[config.mk]
export PLATFORM = sky130hd
export DESIGN_NAME = ermc_top
export DESIGN_NICKNAME = d
export VERILOG_FILES = /design/src/hw/ermc_pkg.sv /design/src/hw/ermc_top.sv
export SDC_FILE = /design/constraint.sdc
export NUM_CORES = 1
export LEC_CHECK = 0
export BUFFER_PORTS_ARGS = -buffer_cell sky130_fd_sc_hd__buf_2
export CAP_MARGIN = 20
export CORE_AREA = 5 5 164 166
export CTS_BUF_LIST = sky130_fd_sc_hd__clkbuf_8
export DETAILED_ROUTE_END_ITERATION = 7
export DIE_AREA = 0 0 169 171
export PLACE_DENSITY_LB_ADDON = 0.3
export SLEW_MARGIN = 25
export SYNTH_ARGS = -nofsm -noshare
export SYNTH_HDL_FRONTEND = slang
export SYNTH_SLANG_ARGS = --single-unit
[constraint.sdc]
create_clock -name sys_clk -period 2 [get_ports sys_clk]
set_clock_uncertainty 0.1 [all_clocks]
set_input_delay 0.1 -clock sys_clk [delete_from_list [all_inputs] [get_ports sys_clk]]
set_output_delay 0.1 -clock sys_clk [all_outputs]
set_load 0.01 [all_outputs]
[src/hw/ermc_pkg.sv]
`default_nettype none
package ermc_pkg;

    localparam int ADDR_W = 4;
    localparam int DATA_W = 32;
    localparam int CNT_W  = 32;

    // Register word indexes on the plain register port.
    localparam logic [3:0] REG_CTRL     = 4'h0;
    localparam logic [3:0] REG_CMD      = 4'h1;
    localparam logic [3:0] REG_STATUS   = 4'h2;
    localparam logic [3:0] REG_IRQ_STAT = 4'h3;
    localparam logic [3:0] REG_IRQ_MASK = 4'h4;
    localparam logic [3:0] REG_RES_BITS = 4'h5;
    localparam logic [3:0] REG_RES_ERRS = 4'h6;
    localparam logic [3:0] REG_CNT_BITS = 4'h7;
    localparam logic [3:0] REG_CNT_ERRS = 4'h8;

    localparam int CTRL_AUTO_BIT = 0;
    localparam int CMD_EXEC_BIT  = 0;

    localparam int IRQ_W         = 3;
    localparam int IRQ_DONE      = 0;
    localparam int IRQ_CLK_LOST  = 1;
    localparam int IRQ_SYNC_LOST = 2;

    localparam int ST_CLK_LSB  = 0;
    localparam int ST_DATA_LSB = 2;
    localparam int ST_SYNC_LSB = 4;
    localparam int ST_RUN_BIT  = 6;
    localparam int ST_FIRST_BIT = 7;
    localparam int ST_DONE_BIT = 8;

    localparam int SYS_CLK_MHZ  = 200;
    localparam int CLK_DET_NS   = 1000;
    localparam int DATA_DET_NS  = 20000;
    localparam int UPD_US       = 1000;
    localparam int CLK_DET_CYC  = CLK_DET_NS * SYS_CLK_MHZ / 1000;
    localparam int DATA_DET_CYC = DATA_DET_NS * SYS_CLK_MHZ / 1000;
    localparam int UPD_CYC      = UPD_US * SYS_CLK_MHZ;
    localparam int TMR_W        = 24;

    typedef enum logic [1:0] {
        ERMC_LVL_OK    = 2'h1,
        ERMC_LVL_MISS  = 2'h2,
        ERMC_LVL_FAULT = 2'h3
    } ermc_lvl_t;

    typedef enum logic [2:0] {
        ERMC_IDLE = 3'h1,
        ERMC_RUN  = 3'h2,
        ERMC_DONE = 3'h4
    } ermc_state_t;

    typedef struct packed {
        logic [CNT_W-1:0] bits;
        logic [CNT_W-1:0] errs;
    } ermc_cnt_t;

    typedef struct packed {
        ermc_lvl_t clk;
        ermc_lvl_t data;
        ermc_lvl_t sync;
    } ermc_lvl_set_t;

endpackage
`default_nettype wire

[src/hw/ermc_top.sv]
// Behaviour
// RULE_01 - Auto mode ends a run on termination and restarts at once.
// RULE_02 - Auto results publish periodically in the first run only and at every termination, counts track live.
// RULE_03 - An execute command starts exactly one run and only in single mode.
// RULE_04 - Single mode refreshes results and counts periodically in a run.
// RULE_05 - Single mode stops a run on termination and never restarts it.
// RULE_06 - A clock-present flag shows activity on the measurement clock pin.
// RULE_07 - A data-present flag shows activity on the measurement data input.
// RULE_08 - A sync flag is set while locked to the incoming data sequence.
// RULE_09 - Sync is never declared before clock and data are both present.
// RULE_10 - Each status indication reads as correct, missing or faulty.
// RULE_11 - After a single run, results and counts hold until the next execute.
`timescale 1ns/1ps
`default_nettype none
module ermc_top #(
    parameter int UPD_CYCLES = ermc_pkg::UPD_CYC
) (
    input  wire logic                        sys_clk,
    input  wire logic                        rstn,
    input  wire logic [ermc_pkg::ADDR_W-1:0] reg_addr,
    input  wire logic [ermc_pkg::DATA_W-1:0] reg_wdata,
    input  wire logic                        reg_wr,
    input  wire logic                        reg_rd,
    output logic      [ermc_pkg::DATA_W-1:0] reg_rdata,
    input  wire logic                        meas_clk,
    input  wire logic                        meas_data,
    input  wire logic                        sync_lock,
    input  wire logic                        term_hit,
    input  wire ermc_pkg::ermc_cnt_t         live,
    output logic                             run_start,
    output logic                             run_active,
    output logic                             irq
);
    import ermc_pkg::*;

    ////////////////////////////////////////////////////////////////////////
    // Pin synchronisers: three stages, a level counts once stages two and
    // three agree, so a glitch of one sample never makes an edge.
    logic [2:0] ck_sh;
    logic [2:0] dt_sh;
    logic       ck_f;
    logic       dt_f;
    logic       next_ck_f;
    logic       next_dt_f;
    logic       ck_edge;
    logic       dt_edge;

    always_comb begin
        next_ck_f = (ck_sh[1] == ck_sh[2]) ? ck_sh[2] : ck_f;
        next_dt_f = (dt_sh[1] == dt_sh[2]) ? dt_sh[2] : dt_f;
        ck_edge   = next_ck_f != ck_f;
        dt_edge   = next_dt_f != dt_f;
    end

    always_ff @(posedge sys_clk) begin
        if (!rstn) begin
            ck_sh <= 3'h0;
            dt_sh <= 3'h0;
            ck_f  <= 1'b0;
            dt_f  <= 1'b0;
        end else begin
            ck_sh <= {ck_sh[1:0], meas_clk};
            dt_sh <= {dt_sh[1:0], meas_data};
            ck_f  <= next_ck_f;
            dt_f  <= next_dt_f;
        end
    end

    ////////////////////////////////////////////////////////////////////////
    // Activity detectors and status levels.
    localparam logic [TMR_W-1:0] CK_RELOAD = TMR_W'(CLK_DET_CYC);
    localparam logic [TMR_W-1:0] DT_RELOAD = TMR_W'(DATA_DET_CYC);
    localparam logic [TMR_W-1:0] TMR_ONE   = 24'h000001;

    logic [TMR_W-1:0] ck_tmr;
    logic [TMR_W-1:0] dt_tmr;
    logic [TMR_W-1:0] next_ck_tmr;
    logic [TMR_W-1:0] next_dt_tmr;
    logic             clk_ok;
    logic             data_ok;
    logic             sync_ok;
    logic             next_clk_ok;
    logic             next_data_ok;
    logic             next_sync_ok;
    ermc_lvl_set_t    lvl;
    ermc_lvl_set_t    next_lvl;

    always_comb begin
        next_ck_tmr = ck_edge ? CK_RELOAD :
                      (ck_tmr != '0) ? ck_tmr - TMR_ONE : ck_tmr;
        next_dt_tmr = dt_edge ? DT_RELOAD :
                      (dt_tmr != '0) ? dt_tmr - TMR_ONE : dt_tmr;
        next_clk_ok  = ck_edge | (ck_tmr > TMR_ONE);              // [RULE_06]
        next_data_ok = dt_edge | (dt_tmr > TMR_ONE);              // [RULE_07]
        next_sync_ok = sync_lock & clk_ok & data_ok;   // [RULE_08] [RULE_09]
        next_lvl.clk = clk_ok ? ERMC_LVL_OK : ERMC_LVL_MISS;      // [RULE_10]
        // Data toggling with no clock cannot be sampled, hence faulty.
        if (!data_ok) begin
            next_lvl.data = ERMC_LVL_MISS;                        // [RULE_10]
        end else begin
            next_lvl.data = clk_ok ? ERMC_LVL_OK : ERMC_LVL_FAULT;
        end
        if (sync_ok) begin
            next_lvl.sync = ERMC_LVL_OK;                          // [RULE_10]
        end else begin
            next_lvl.sync = (clk_ok & data_ok) ? ERMC_LVL_FAULT
                                               : ERMC_LVL_MISS;
        end
    end

    always_ff @(posedge sys_clk) begin
        if (!rstn) begin
            ck_tmr  <= '0;
            dt_tmr  <= '0;
            clk_ok  <= 1'b0;
            data_ok <= 1'b0;
            sync_ok <= 1'b0;
            lvl     <= '{ERMC_LVL_MISS, ERMC_LVL_MISS, ERMC_LVL_MISS};
        end else begin
            ck_tmr  <= next_ck_tmr;
            dt_tmr  <= next_dt_tmr;
            clk_ok  <= next_clk_ok;
            data_ok <= next_data_ok;
            sync_ok <= next_sync_ok;
            lvl     <= next_lvl;
        end
    end

    ////////////////////////////////////////////////////////////////////////
    // Run control and result publishing.
    logic        ctrl_auto;
    logic        exec_req;
    ermc_state_t state;
    ermc_state_t next_state;
    logic        first_run;
    logic        next_first_run;
    logic        next_run_start;
    logic [31:0] upd_cnt;
    logic [31:0] next_upd_cnt;
    logic        upd_tick;
    ermc_cnt_t   res;
    ermc_cnt_t   cnt;
    ermc_cnt_t   next_res;
    ermc_cnt_t   next_cnt;

    assign exec_req = reg_wr && reg_addr == REG_CMD &&
                      reg_wdata[CMD_EXEC_BIT] && !ctrl_auto;
    assign upd_tick = upd_cnt == 32'(UPD_CYCLES - 1);

    always_comb begin
        next_state     = state;
        next_first_run = first_run;
        next_run_start = 1'b0;
        next_upd_cnt   = upd_tick ? 32'h0 : upd_cnt + 32'h1;
        next_res       = res;
        next_cnt       = cnt;
        unique case (state)
            ERMC_IDLE, ERMC_DONE: begin
                next_upd_cnt = 32'h0;
                // A finished single run holds its figures here.
                if (ctrl_auto || exec_req) begin      // [RULE_03] [RULE_11]
                    next_state     = ERMC_RUN;
                    next_run_start = 1'b1;
                    next_first_run = 1'b1;
                end
            end
            ERMC_RUN: begin
                if (ctrl_auto) begin
                    next_cnt = live;                              // [RULE_02]
                    if (term_hit || (first_run && upd_tick)) begin
                        next_res = live;                          // [RULE_02]
                    end
                    if (term_hit) begin
                        next_run_start = 1'b1;                    // [RULE_01]
                        next_first_run = 1'b0;
                        next_upd_cnt   = 32'h0;
                    end
                end else begin
                    if (upd_tick || term_hit) begin
                        next_res = live;                          // [RULE_04]
                        next_cnt = live;
                    end
                    if (term_hit) begin
                        next_state = ERMC_DONE;                   // [RULE_05]
                    end
                end
            end
        endcase
    end

    always_ff @(posedge sys_clk) begin
        if (!rstn) begin
            state      <= ERMC_IDLE;
            first_run  <= 1'b0;
            run_start  <= 1'b0;
            run_active <= 1'b0;
            upd_cnt    <= 32'h0;
            res        <= '0;
            cnt        <= '0;
        end else begin
            state      <= next_state;
            first_run  <= next_first_run;
            run_start  <= next_run_start;
            run_active <= next_state == ERMC_RUN;
            upd_cnt    <= next_upd_cnt;
            res        <= next_res;
            cnt        <= next_cnt;
        end
    end

    ////////////////////////////////////////////////////////////////////////
    // Register port and interrupt. A hardware set beats a software clear
    // in the same cycle so that no event is lost.
    logic [IRQ_W-1:0]  irq_stat;
    logic [IRQ_W-1:0]  irq_mask;
    logic [IRQ_W-1:0]  irq_set;
    logic [IRQ_W-1:0]  irq_clr;
    logic [IRQ_W-1:0]  next_irq_stat;
    logic [IRQ_W-1:0]  next_irq_mask;
    logic              next_ctrl_auto;
    logic [DATA_W-1:0] next_rdata;
    logic [DATA_W-1:0] status_word;

    always_comb begin
        status_word = '0;
        status_word[ST_CLK_LSB +: 2]  = lvl.clk;
        status_word[ST_DATA_LSB +: 2] = lvl.data;
        status_word[ST_SYNC_LSB +: 2] = lvl.sync;
        status_word[ST_RUN_BIT]       = state == ERMC_RUN;
        status_word[ST_FIRST_BIT]     = first_run;
        status_word[ST_DONE_BIT]      = state == ERMC_DONE;
        irq_set = '0;
        irq_set[IRQ_DONE]      = state == ERMC_RUN && term_hit;
        irq_set[IRQ_CLK_LOST]  = clk_ok && !next_clk_ok;
        irq_set[IRQ_SYNC_LOST] = sync_ok && !next_sync_ok;
        irq_clr = (reg_wr && reg_addr == REG_IRQ_STAT) ?
                  reg_wdata[IRQ_W-1:0] : '0;
        next_irq_stat  = (irq_stat & ~irq_clr) | irq_set;
        next_irq_mask  = (reg_wr && reg_addr == REG_IRQ_MASK) ?
                         reg_wdata[IRQ_W-1:0] : irq_mask;
        next_ctrl_auto = (reg_wr && reg_addr == REG_CTRL) ?
                         reg_wdata[CTRL_AUTO_BIT] : ctrl_auto;
        next_rdata = '0;
        if (reg_rd) begin
            unique case (reg_addr)
                REG_CTRL:     next_rdata[CTRL_AUTO_BIT] = ctrl_auto;
                REG_STATUS:   next_rdata = status_word;
                REG_IRQ_STAT: next_rdata[IRQ_W-1:0] = irq_stat;
                REG_IRQ_MASK: next_rdata[IRQ_W-1:0] = irq_mask;
                REG_RES_BITS: next_rdata = res.bits;
                REG_RES_ERRS: next_rdata = res.errs;
                REG_CNT_BITS: next_rdata = cnt.bits;
                REG_CNT_ERRS: next_rdata = cnt.errs;
                default:      next_rdata = '0;
            endcase
        end
    end

    always_ff @(posedge sys_clk) begin
        if (!rstn) begin
            ctrl_auto <= 1'b0;
            irq_stat  <= '0;
            irq_mask  <= '0;
            reg_rdata <= '0;
            irq       <= 1'b0;
        end else begin
            ctrl_auto <= next_ctrl_auto;
            irq_stat  <= next_irq_stat;
            irq_mask  <= next_irq_mask;
            reg_rdata <= next_rdata;
            irq       <= |(next_irq_stat & next_irq_mask);
        end
    end

    ////////////////////////////////////////////////////////////////////////
    a_auto_restart: assert property ( // [RULE_01]
        @(posedge sys_clk) disable iff (!rstn)
        state == ERMC_RUN && ctrl_auto && term_hit |=>
            run_start && state == ERMC_RUN && !first_run)
        else $error("auto run did not restart on termination");
    a_auto_final: assert property ( // [RULE_02]
        @(posedge sys_clk) disable iff (!rstn)
        state == ERMC_RUN && ctrl_auto && !first_run && !term_hit |=>
            $stable(res) && cnt == $past(live))
        else $error("auto later run published early or counts stale");
    a_single_start: assert property ( // [RULE_03]
        @(posedge sys_clk) disable iff (!rstn)
        exec_req && state != ERMC_RUN |=> run_start ##1 !run_start)
        else $error("execute did not start exactly one run");
    a_auto_no_exec: assert property ( // [RULE_03]
        @(posedge sys_clk) disable iff (!rstn)
        state == ERMC_RUN && !term_hit |=> !run_start)
        else $error("run started without cause");
    a_single_update: assert property ( // [RULE_04]
        @(posedge sys_clk) disable iff (!rstn)
        state == ERMC_RUN && !ctrl_auto && upd_tick |=>
            res == $past(live) && cnt == $past(live))
        else $error("periodic update missing in single run");
    a_single_stop: assert property ( // [RULE_05]
        @(posedge sys_clk) disable iff (!rstn)
        state == ERMC_RUN && !ctrl_auto && term_hit |=>
            state == ERMC_DONE && !run_start)
        else $error("single run did not stop on termination");
    a_clk_present: assert property ( // [RULE_06]
        @(posedge sys_clk) disable iff (!rstn)
        ck_edge |=> clk_ok [*2])
        else $error("clock flag not set after clock edge");
    a_data_absent: assert property ( // [RULE_07]
        @(posedge sys_clk) disable iff (!rstn)
        dt_tmr == '0 && !dt_edge |=> !data_ok)
        else $error("data flag stays set with no activity");
    a_sync_flag: assert property ( // [RULE_08]
        @(posedge sys_clk) disable iff (!rstn)
        !sync_lock |=> !sync_ok)
        else $error("sync flag set while unlocked");
    a_sync_gate: assert property ( // [RULE_09]
        @(posedge sys_clk) disable iff (!rstn)
        sync_ok |-> $past(clk_ok) && $past(data_ok))
        else $error("sync declared without clock and data");
    a_level_code: assert property ( // [RULE_10]
        @(posedge sys_clk) disable iff (!rstn)
        !clk_ok |=> lvl.clk == ERMC_LVL_MISS ##1 lvl.sync != ERMC_LVL_OK)
        else $error("status level wrong for missing clock");
    a_hold_done: assert property ( // [RULE_11]
        @(posedge sys_clk) disable iff (!rstn)
        state == ERMC_DONE && !exec_req && !ctrl_auto |=>
            $stable(res) && $stable(cnt) && state == ERMC_DONE)
        else $error("final results changed after single run");

endmodule
`default_nettype wire

* Word-level counts from Yosys, hierarchy flattened *
Cells that the tools add are included.

cells by class
  add/subtract/negate cells = 3
  $mul = 0
  div/mod/pow operators = 0
  order comparisons = 2
  eq/ne operators = 21
  shift operators = 0
  muxes and demuxes = 35
  bitwise operators = 10
  reductions and logical operators = 31

operator list
  operator               count
  $mux 64                4
  $pmux 29 s5            1
  $mux 32                3
  $pmux 32 s2            1
  $gt 24x1->1 const B    2
  $reduce_bool 24->1     2
  $sub 24x1->24 const B  2
  $add 32x1->32 const B  1
  $eq 32x18->1 const B   1
  $mux 12                2
  $eq 4x3->1 const B     4
  $mux 8                 2
  $mux 3                 5
  $pmux 2 s7             1
  $logic_and 1x1->1      10
  $mux 1                 9
  $eq 4x2->1 const B     2
  $pmux 1 s8             1
  $and 3x3->3            2
  $eq 3x2->1 const B     2
  $mux 2                 3
  $ne 2x2->1 const B     3
  $pmux 3 s2             1
  $reduce_and 2->1       3
  20 further kinds       35

word-level totals
  register bits = 271
  latch bits = 0
  memory bits (writable) = 0
  ROM bits = 0
  word-level logic and storage cells = 130
  memories = 0

* Logic depth before layout (Yosys ltp) *
Gate-level depths: netlist of the first run.

  depth after elaboration = 9
  mapped depth = 8
  gate-level depth less buffers = 7

* Worst setup path before layout of the first run *
Ideal clock, no wire load.

  kind = register to register
  start point = register dt_tmr[0]
  end point = register dt_tmr[3]
  setup time = 0.116 ns
  arrival time = 1.842 ns
  required time = 1.784 ns
  setup slack = -0.058 ns
  stages on the path, launching flop included = 8
  path buffers = 1
  cells stage by stage = dfxtp_1 > inv_1 > ha_1 > nor4b_1 > and2_1 > clkbuf_1 > nand3_1 > a31o_2

between the ends
  longest elaborated chain between the ends = 1
  elaborated cells between the ends (all ways) = 2

RTL lines
  what                                                        RTL line         RTL
  start: declaration                                          ermc_top.sv:76   logic [TMR_W-1:0] dt_tmr;
  start signal: assignment                                    ermc_top.sv:121  dt_tmr <= next_dt_tmr;
  $sub 24x1->24 / $reduce_bool 24->1 (equally long branches)  ermc_top.sv:92   (dt_tmr != '0) ? dt_tmr - TMR_ONE : dt_tmr;

Several ways; a longest one is shown, not always the timed one.
A chain may end at the register's enable or synchronous reset.

* Worst setup path after layout of the first run *
  start point = register dt_tmr[14]
  end point = register dt_tmr[18]

Same word-level chain as after synthesis.

==> results of run 1 <==
==> metrics by stage <==
step	instance area, um2	worst slack, ns	instances	util, %	setup TNS (ns)
2_1_floorplan	11200	0.000347	1223	-	0
3_3_place_gp	12900	-0.0706	1704	50.5	-0.122
3_5_place_dp	12900	-0.0747	1704	50.5	-0.295
4_1_cts	14700	-0.0410	1864	57.5	-0.102
5_1_grt	15200	-0.103	1880	59.6	-1.60
6_report	15200	-0.0298	1880	59.6	-0.115
==> state kept, by name (all words and copies together) (netlist names), 3 cells and up <==
register,count
irq_stat,3
ck_tmr,24
lvl,6
ck_sh,3
cnt,64
upd_cnt,32
state,3
res,64
dt_tmr,24
dt_sh,3
reg_rdata,32
irq_mask,3
==> power by group through the flow <==
stage	registers [W]	clock network (W)	logic, W
after global routing	0.00626	0.00535	0.00634
after detailed placement	0.00622	0	0.00457
after global placement	0.00621	0	0.00450
after CTS	0.00614	0.00509	0.00480
after floorplan	0.00623	0	0.00283
final	0.00621	0.00498	0.00582
==> cell families (layout without fill, tap and decap cells) <==
family / count (synthesis) / after routing / share of synthesized area [%]
other: 0 / 1 / 0
multiplexers: 136 / 136 / 12.2
buffers and inverters: 86 / 407 / 3.22
flip-flops: 271 / 271 / 48.5
XOR/XNOR: 52 / 52 / 4.07
adder cells (fa/ha/maj): 5 / 5 / 0.560
AND/OR/NAND/NOR: 501 / 501 / 21.0
AO/OA/AOI/OAI: 172 / 172 / 10.4
==> worst max-delay path: stages (launching register included) <==
cell and delay, ns:
sky130_fd_sc_hd__dfxtp_2 0.32, sky130_fd_sc_hd__or4_4 0.57, sky130_fd_sc_hd__or3_4 0.35, sky130_fd_sc_hd__or4_4 0.51, sky130_fd_sc_hd__a21oi_2 0.13
==> Yosys cell counts, types with 4 or more instances <==
cell type / number / share of area, %
sky130_fd_sc_hd__dfxtp_1: 271 / 49
sky130_fd_sc_hd__nand2_1: 260 / 8.7
sky130_fd_sc_hd__mux2i_1: 131 / 12
sky130_fd_sc_hd__nor2_1: 83 / 2.8
sky130_fd_sc_hd__a21oi_1: 59 / 2.6
sky130_fd_sc_hd__clkbuf_1: 57 / 1.9
sky130_fd_sc_hd__xor2_1: 30 / 2.4
sky130_fd_sc_hd__nand3_1: 25 / 1.1
sky130_fd_sc_hd__a222oi_1: 24 / 2.1
sky130_fd_sc_hd__xnor2_1: 22 / 1.7
sky130_fd_sc_hd__a31oi_1: 18 / 1.0
sky130_fd_sc_hd__nor3_1: 17 / 0.76
sky130_fd_sc_hd__o21ai_0: 16 / 0.72
sky130_fd_sc_hd__a22oi_1: 13 / 0.87
sky130_fd_sc_hd__and2_1: 13 / 0.73
sky130_fd_sc_hd__or3_1: 13 / 0.73
sky130_fd_sc_hd__buf_2: 12 / 0.54
sky130_fd_sc_hd__nor4_1: 12 / 0.67
sky130_fd_sc_hd__or4_1: 12 / 0.81
sky130_fd_sc_hd__inv_1: 11 / 0.37
sky130_fd_sc_hd__nand4_1: 11 / 0.62
sky130_fd_sc_hd__o211ai_1: 11 / 0.74
sky130_fd_sc_hd__and3_1: 7 / 0.39
sky130_fd_sc_hd__buf_4: 6 / 0.40
sky130_fd_sc_hd__nand2b_1: 6 / 0.34
sky130_fd_sc_hd__nor2b_1: 6 / 0.34
sky130_fd_sc_hd__o31ai_1: 6 / 0.40
sky130_fd_sc_hd__ha_1: 5 / 0.56
sky130_fd_sc_hd__mux2_2: 5 / 0.50
sky130_fd_sc_hd__nand3b_1: 5 / 0.34
sky130_fd_sc_hd__nor3b_1: 5 / 0.34
sky130_fd_sc_hd__a211oi_1: 4 / 0.27
sky130_fd_sc_hd__nor4b_1: 4 / 0.31
==> final cells by class <==
cell class / count / area [um2]
Sequential cell: 271 / 5440
Multi-Input combinational cell: 866 / 5740
Inverter: 11 / 41.3
Timing Repair Buffer: 318 / 2610
Fill cell: 2190 / 10300
Tap cell: 335 / 419
Clock inverter: 19 / 121
Antenna cell: 1 / 2.50
Clock buffer: 59 / 812
==> metal layers <==
metal  share of wire [%]  track usage (%)  up-vias
met2                  48             32.6      241
met1                  44             24.5     4687
met3                 5.1             3.40       54
met5                   0                0        -
li1                    -                -     4883
met4                 2.4             6.58        0
==> final timing paths <==
path	startpoint	end	slack, ns	cells after the start
worst min-delay path	meas_data	dt_sh[0]	0.22	3
worst max-delay path	dt_tmr[14]	dt_tmr[18]	-0.03	4
worst max register to register	dt_tmr[14]	dt_tmr[18]	-0.03	4
worst min register to register	sync_ok	lvl[1]	0.31	1
==> repair_timing <==
item	4_1_cts	5_1_grt
resized for setup	9	69
pin swaps	1	29
buffers inserted	2	6
endpoints found under the setup margin	50	120
gates cloned	0	10
endpoints found under the hold margin	193	0
hold buffers	80	0
==> run summary, run 1 <==
The cell count after synthesis came out at 1223. Setup violations remaining at the end of the flow were counted as 5. The count of endpoints failing hold in the final timing report is 0.

The biggest fanout along the worst timing path is 4. The area added between synthesis and finish is 35.8%. The vertical die dimension came out at 171 um.

The run finished, with violations left. Leaving out fill and tap cells, the most frequent cells in the layout are sky130_fd_sc_hd__dfxtp_1, sky130_fd_sc_hd__nand2_1, sky130_fd_sc_hd__mux2i_1. After the first detailed-routing iteration, the DRC count stood at 727. Setup repair after global routing could not meet its margin everywhere.

In the global route stage, overall resource usage came out at 19.1%. The capturing element type of the critical path is a register. The floorplan step defined a core boundary enclosing roughly 25000 um2.

The clock buffer count from CTS is 46. The switching power share of the total is 31.8%. The number of buffers between clock root and the deepest sink is 3. The die covers 28900 um2.

The average wire length per cell after detail routing came out at 15.9 um. The static power due to leakage came out at 6.82 nW. Summed over all nets, the half-perimeter wirelength after detailed placement is 17800 um.

The post-layout net count is 1627. The relative contribution of the clock network to total power is between 20% and 30%. The worst-case IR drop observed on VDD is 795 uV.

The routed layout has 9865 vias. The site row count came out at 59. Dividing total power by cell area gives a power density of 1120 nW/um2.

The CTS tree is yes. The sequential share of power is 36.5%. The count of final max-slew check failures is 0. The first global-routing pass estimated approximately 46000 um of wire. The internal portion of total power came out at 0.0116 W.

Of the cells placed in the final design, the portion with a size suffix greater than 1 is 24.9%. The vias per cell came out at ~5.2. The worst hold path belongs to the class input port to register. For the pin with the worst max-slew slack, the measured transition is 0.662 ns. The library cell used most frequently in the layout, excluding fill and tap cells, is sky130_fd_sc_hd__dfxtp_1. In this run the clock root is driven by a sky130_fd_sc_hd__clkbuf_8. The type of origin of the critical path is a register. The critical path required time is 2.40 ns. The checks that failed: negative setup slack. The initial antenna violation count is 1.

During synthesis, Yosys emitted a total of 0 warnings. The weighted congestion reported at the end of routability-driven placement came out at roughly 0.8. The share of synthesized flip-flops with an asynchronous set or reset came out at 0%. The number of flops mapped to enable cells by yosys came out at 0. The detailed-route wire length is 29900 um. The start-to-end type of the worst setup path is register to register.

The number of placed I/O pins came out at 143. Hold timing on the final database bottoms out at a slack of 0.221 ns. The initial cell density of the core came out at 43.9%. The most common flop cell mapped by yosys is sky130_fd_sc_hd__dfxtp_1.

The count of input and output buffers came out at 113. The number of search-and-repair iterations in the first detailed-routing pass is 8. The arrival time of data at the critical path endpoint came out at 2.43 ns. The number of global-route vias before repair came out at ~9600.

In this run the number of H-tree levels came out at 2. The switching power came out at roughly 0.0054 W. The proportion of synthesized chip area in sequential cells came out at about half. The minimum clock period after layout came out at between 2 and 2.5 ns. The clock latency reported for the late side of the worst-skew pair is 0.57 ns. The die width came out at 169 um. The post-synthesis instance area came out at around 11000 um2. The net count after synthesis is 1336. Power comes to approximately 0.017 W. The number of register bits inferred by synthesis is 271. The average size of a mapped cell is between 9 and 10 um2.

The share of the cycle needed by the critical path after routing is 101%. For this run the aggregate overflow at the end of global routing stands at 0. The number of distinct library cell variants in the gate-level netlist after synthesis is 60. The power share of the combinational group came out at 34.2%. The number of nets with antenna violations after detailed routing came out at 0. Entering global routing, the biggest net connects 142 pins.

The normalized max-slew margin came out at 55.8%. The worst path setup slack after routing came out at -0.0298 ns. The maximum clock rate is 493 MHz. In the routed design, unresolved DRC markers number 0. The number of clock sinks is 271. The max-cap check violation count is 0. After clock tree synthesis, the clock-pin slew on the worst setup and hold paths is about 0.060 ns.
Note: power is estimated with default switching activity, not from simulation.
==> run 2, diff against run 1 <==
==> constraint.sdc (replaced) <==
create_clock -name sys_clk -period 2.2 [get_ports sys_clk]
set_clock_uncertainty 0.1 [all_clocks]
set_input_delay 0.11 -clock sys_clk [delete_from_list [all_inputs] [get_ports sys_clk]]
set_output_delay 0.11 -clock sys_clk [all_outputs]
set_load 0.01 [all_outputs]
==> run summary, run 2 (same netlist as run 1, synthesis figures left out) <==
The critical path is of the register to register type. Setup slack on the critical path of the routed design comes to 0.0689 ns. In the final routed layout, each cell accounts on average for 15.3 um. After clock tree synthesis, the clock-pin slew on the worst setup and hold paths is 0.06 ns. The post-layout net count is 1557. In the routed design, unresolved DRC markers number 0. The weighted congestion reported at the end of routability-driven placement came out at 0.785. The worst IR drop on VDD is roughly 800 uV.

The worst hold path belongs to the class input port to register. The initial utilization of the core area, before any placement, comes to 43.9%. The overall fraction of global-route tracks in use came out at between 10% and 20%. The standard cell core area is 25500 um2. The site row count came out at 59. The tree is rooted in a sky130_fd_sc_hd__clkbuf_8. Setup violations remaining at the end of the flow were counted as 0. The startpoint of the lowest-slack hold path is reg_wr.

The number of instances in the placed design is 1650. The detailed-placement wirelength estimate came out at 17200 um. The die width came out at 169 um. In this run the critical register-to-register path is launched from upd_cnt[16].

The detailed-route wire length came out at 27700 um. The number of clock buffers added by TritonCTS is between 40 and 50. The number of buffers between clock root and the deepest sink came out at 3. The initial antenna violation count was 3. The count of endpoints failing hold in the final timing report is 0. The count of cells along the worst register-to-register path came out at 8. In this run the critical register-to-register path is captured at res[45]. The number of nets with antenna violations after detailed routing is 0. The library cells used most frequently in the layout, excluding fill and tap cells, are sky130_fd_sc_hd__dfxtp_1, sky130_fd_sc_hd__nand2_1, sky130_fd_sc_hd__mux2i_1.

The share of the cycle needed by the critical path after routing is slightly below 100%. The static power due to leakage is between 6 and 7 nW. Excluding fillers, the count of instances in the completed layout stands at 1815.

The sink of the worst hold path is irq_mask[0]. Summing over every cut layer, the via total after detailed routing is approximately 9500. From bottom edge to top edge, the die measures 171 um.

TritonCTS built the clock tree. Leaving out fill and tap cells, the most frequent cell in the layout is sky130_fd_sc_hd__dfxtp_1. The pin count of the biggest net entering global routing came out at just over 90. In the final layout, the share of cells above drive strength 1 is 18.3%.

The largest registers in the layout are cnt x64, res x64. In this run the power density over the cells is 965 nW/um2. The count of input and output buffers came out at between 100 and 150.

The tool flagged a number of max-cap violations equal to 0. The slew at the pin closest to its max-slew limit came out at 0.434 ns. The worst setup path is captured at a register. The maximum clock rate is 469 MHz.

The hold-critical path depth came out at 4. The first-pass GRT wire length is ~45000 um. Clock tree synthesis found a total of 271 sinks.

The type of origin of the critical path is a register. Of all nets on the critical path, the largest fanout is 12. The area of the die is 28900 um2.

The normalized max-slew margin came out at between 70% and 80%. The area added between synthesis and finish came out at 26.8%. The number of search-and-repair iterations in the first detailed-routing pass came out at 6. The clock latency reported for the late side of the worst-skew pair came out at 0.55 ns. The worst-case register-to-register setup slack is around 0.069 ns.

The critical path required time came out at 2.54 ns. After global routing the overflow that remains totals 0. Summing all non-filler instances in the final layout gives an area of 14200 um2. Summing internal, switching and leakage power gives 0.0137 W. The count of final max-slew check failures is 0. The minimum clock period after layout is 2.13 ns. The arrival time of data at the critical path endpoint came out at 2.47 ns. The vias per cell came out at between 5 and 6. The number of global-route vias before repair came to roughly 9300. 143 I/O pins were placed.

The cell area reported after detailed placement is between 10000 and 15000 um2. The H-tree generated during clock tree synthesis spans 2 levels. The flow ran to the end, and the final reports show no timing, DRC or antenna violations. Setup repair after global routing could not meet its margin everywhere. The detailed router finished its first iteration with between 500 and 600 violations. The placement-stage worst setup slack came out at 0.0563 ns.
## run 2: cell types whose count changed in the layout (fill, tap and decap cells not counted), moves of 5 or more
cell	before	now
sky130_fd_sc_hd__buf_6	6	1
sky130_fd_sc_hd__or4_1	6	12
sky130_fd_sc_hd__or4_4	8	1
sky130_fd_sc_hd__dfxtp_1	261	269
sky130_fd_sc_hd__buf_4	98	49
sky130_fd_sc_hd__inv_1	25	31
sky130_fd_sc_hd__o21ai_0	11	16
sky130_fd_sc_hd__dfxtp_2	10	2
sky130_fd_sc_hd__buf_12	13	8
sky130_fd_sc_hd__a21oi_1	54	59
sky130_fd_sc_hd__nor4_4	7	2
sky130_fd_sc_hd__a21oi_2	5	0
## run 2: how the worst max path moves through the flow
| stage | start | endpoint | slack, ns |
|---|---|---|---|
| floorplan | dt_tmr[0] | dt_tmr[3] | 0.14 |
| global placement | ck_tmr[17] | irq | 0.10 |
| detailed placement | ck_tmr[17] | irq | 0.06 |
| CTS | ck_tmr[17] | irq | 0.03 |
| global route | upd_cnt[16] | res[63] | -0.06 |
| finish | upd_cnt[16] | res[45] | 0.07 |
## run 2: repair_timing
| item | 4_1_cts | 5_1_grt |
|---|---|---|
| hold buffers | 77 | 0 |
| resized for setup | 0 | 16 |
| setup endpoints to repair | 0 | 62 |
| buffers inserted | 0 | 3 |
| endpoints found under the hold margin | 158 | 0 |
## run 2: routing by layer
layer	wire [um]	global-route usage (%)
met4	568	4.97
met3	1520	3.42
met2	12900	30.5
met5	13	0
met1	12700	25.1
## run 2: report_power, final
part	internal (W)	leakage [nW]	switching, W
logic	0.00176	3.60	0.00201
clock network	0.00229	0.528	0.00197
registers	0.00529	2.19	0.000356
## run 2: worst max-delay path: stages, from the launching register on
cell                        delay (ns)
sky130_fd_sc_hd__dfxtp_2          0.34
sky130_fd_sc_hd__nand2_1          0.10
sky130_fd_sc_hd__or4_1            0.49
sky130_fd_sc_hd__nor3_2           0.17
sky130_fd_sc_hd__buf_4            0.15
sky130_fd_sc_hd__a41oi_4          0.17
sky130_fd_sc_hd__buf_12           0.18
sky130_fd_sc_hd__clkbuf_16        0.18
sky130_fd_sc_hd__mux2i_1          0.13
## run 2: final cells by class
cell class	count	area (um2)
clock inverter	25	114
inverter	11	41.3
tap	335	419
fill	2268	11300
multi-input combinational	866	5480
antenna	2	5.00
clock buffer	56	771
sequential	271	5430
timing repair buffer	249	1920
## run 2: per-stage QoR
step,hold WS (ns),util (%),TNS [ns]
after floorplan,0.137,-,0
after global placement,0.217,48.6,0
after detailed placement,0.220,48.6,0
after CTS,0.000873,55.1,0
after global routing,0.0749,55.7,-0.368
final,0.0382,55.7,0
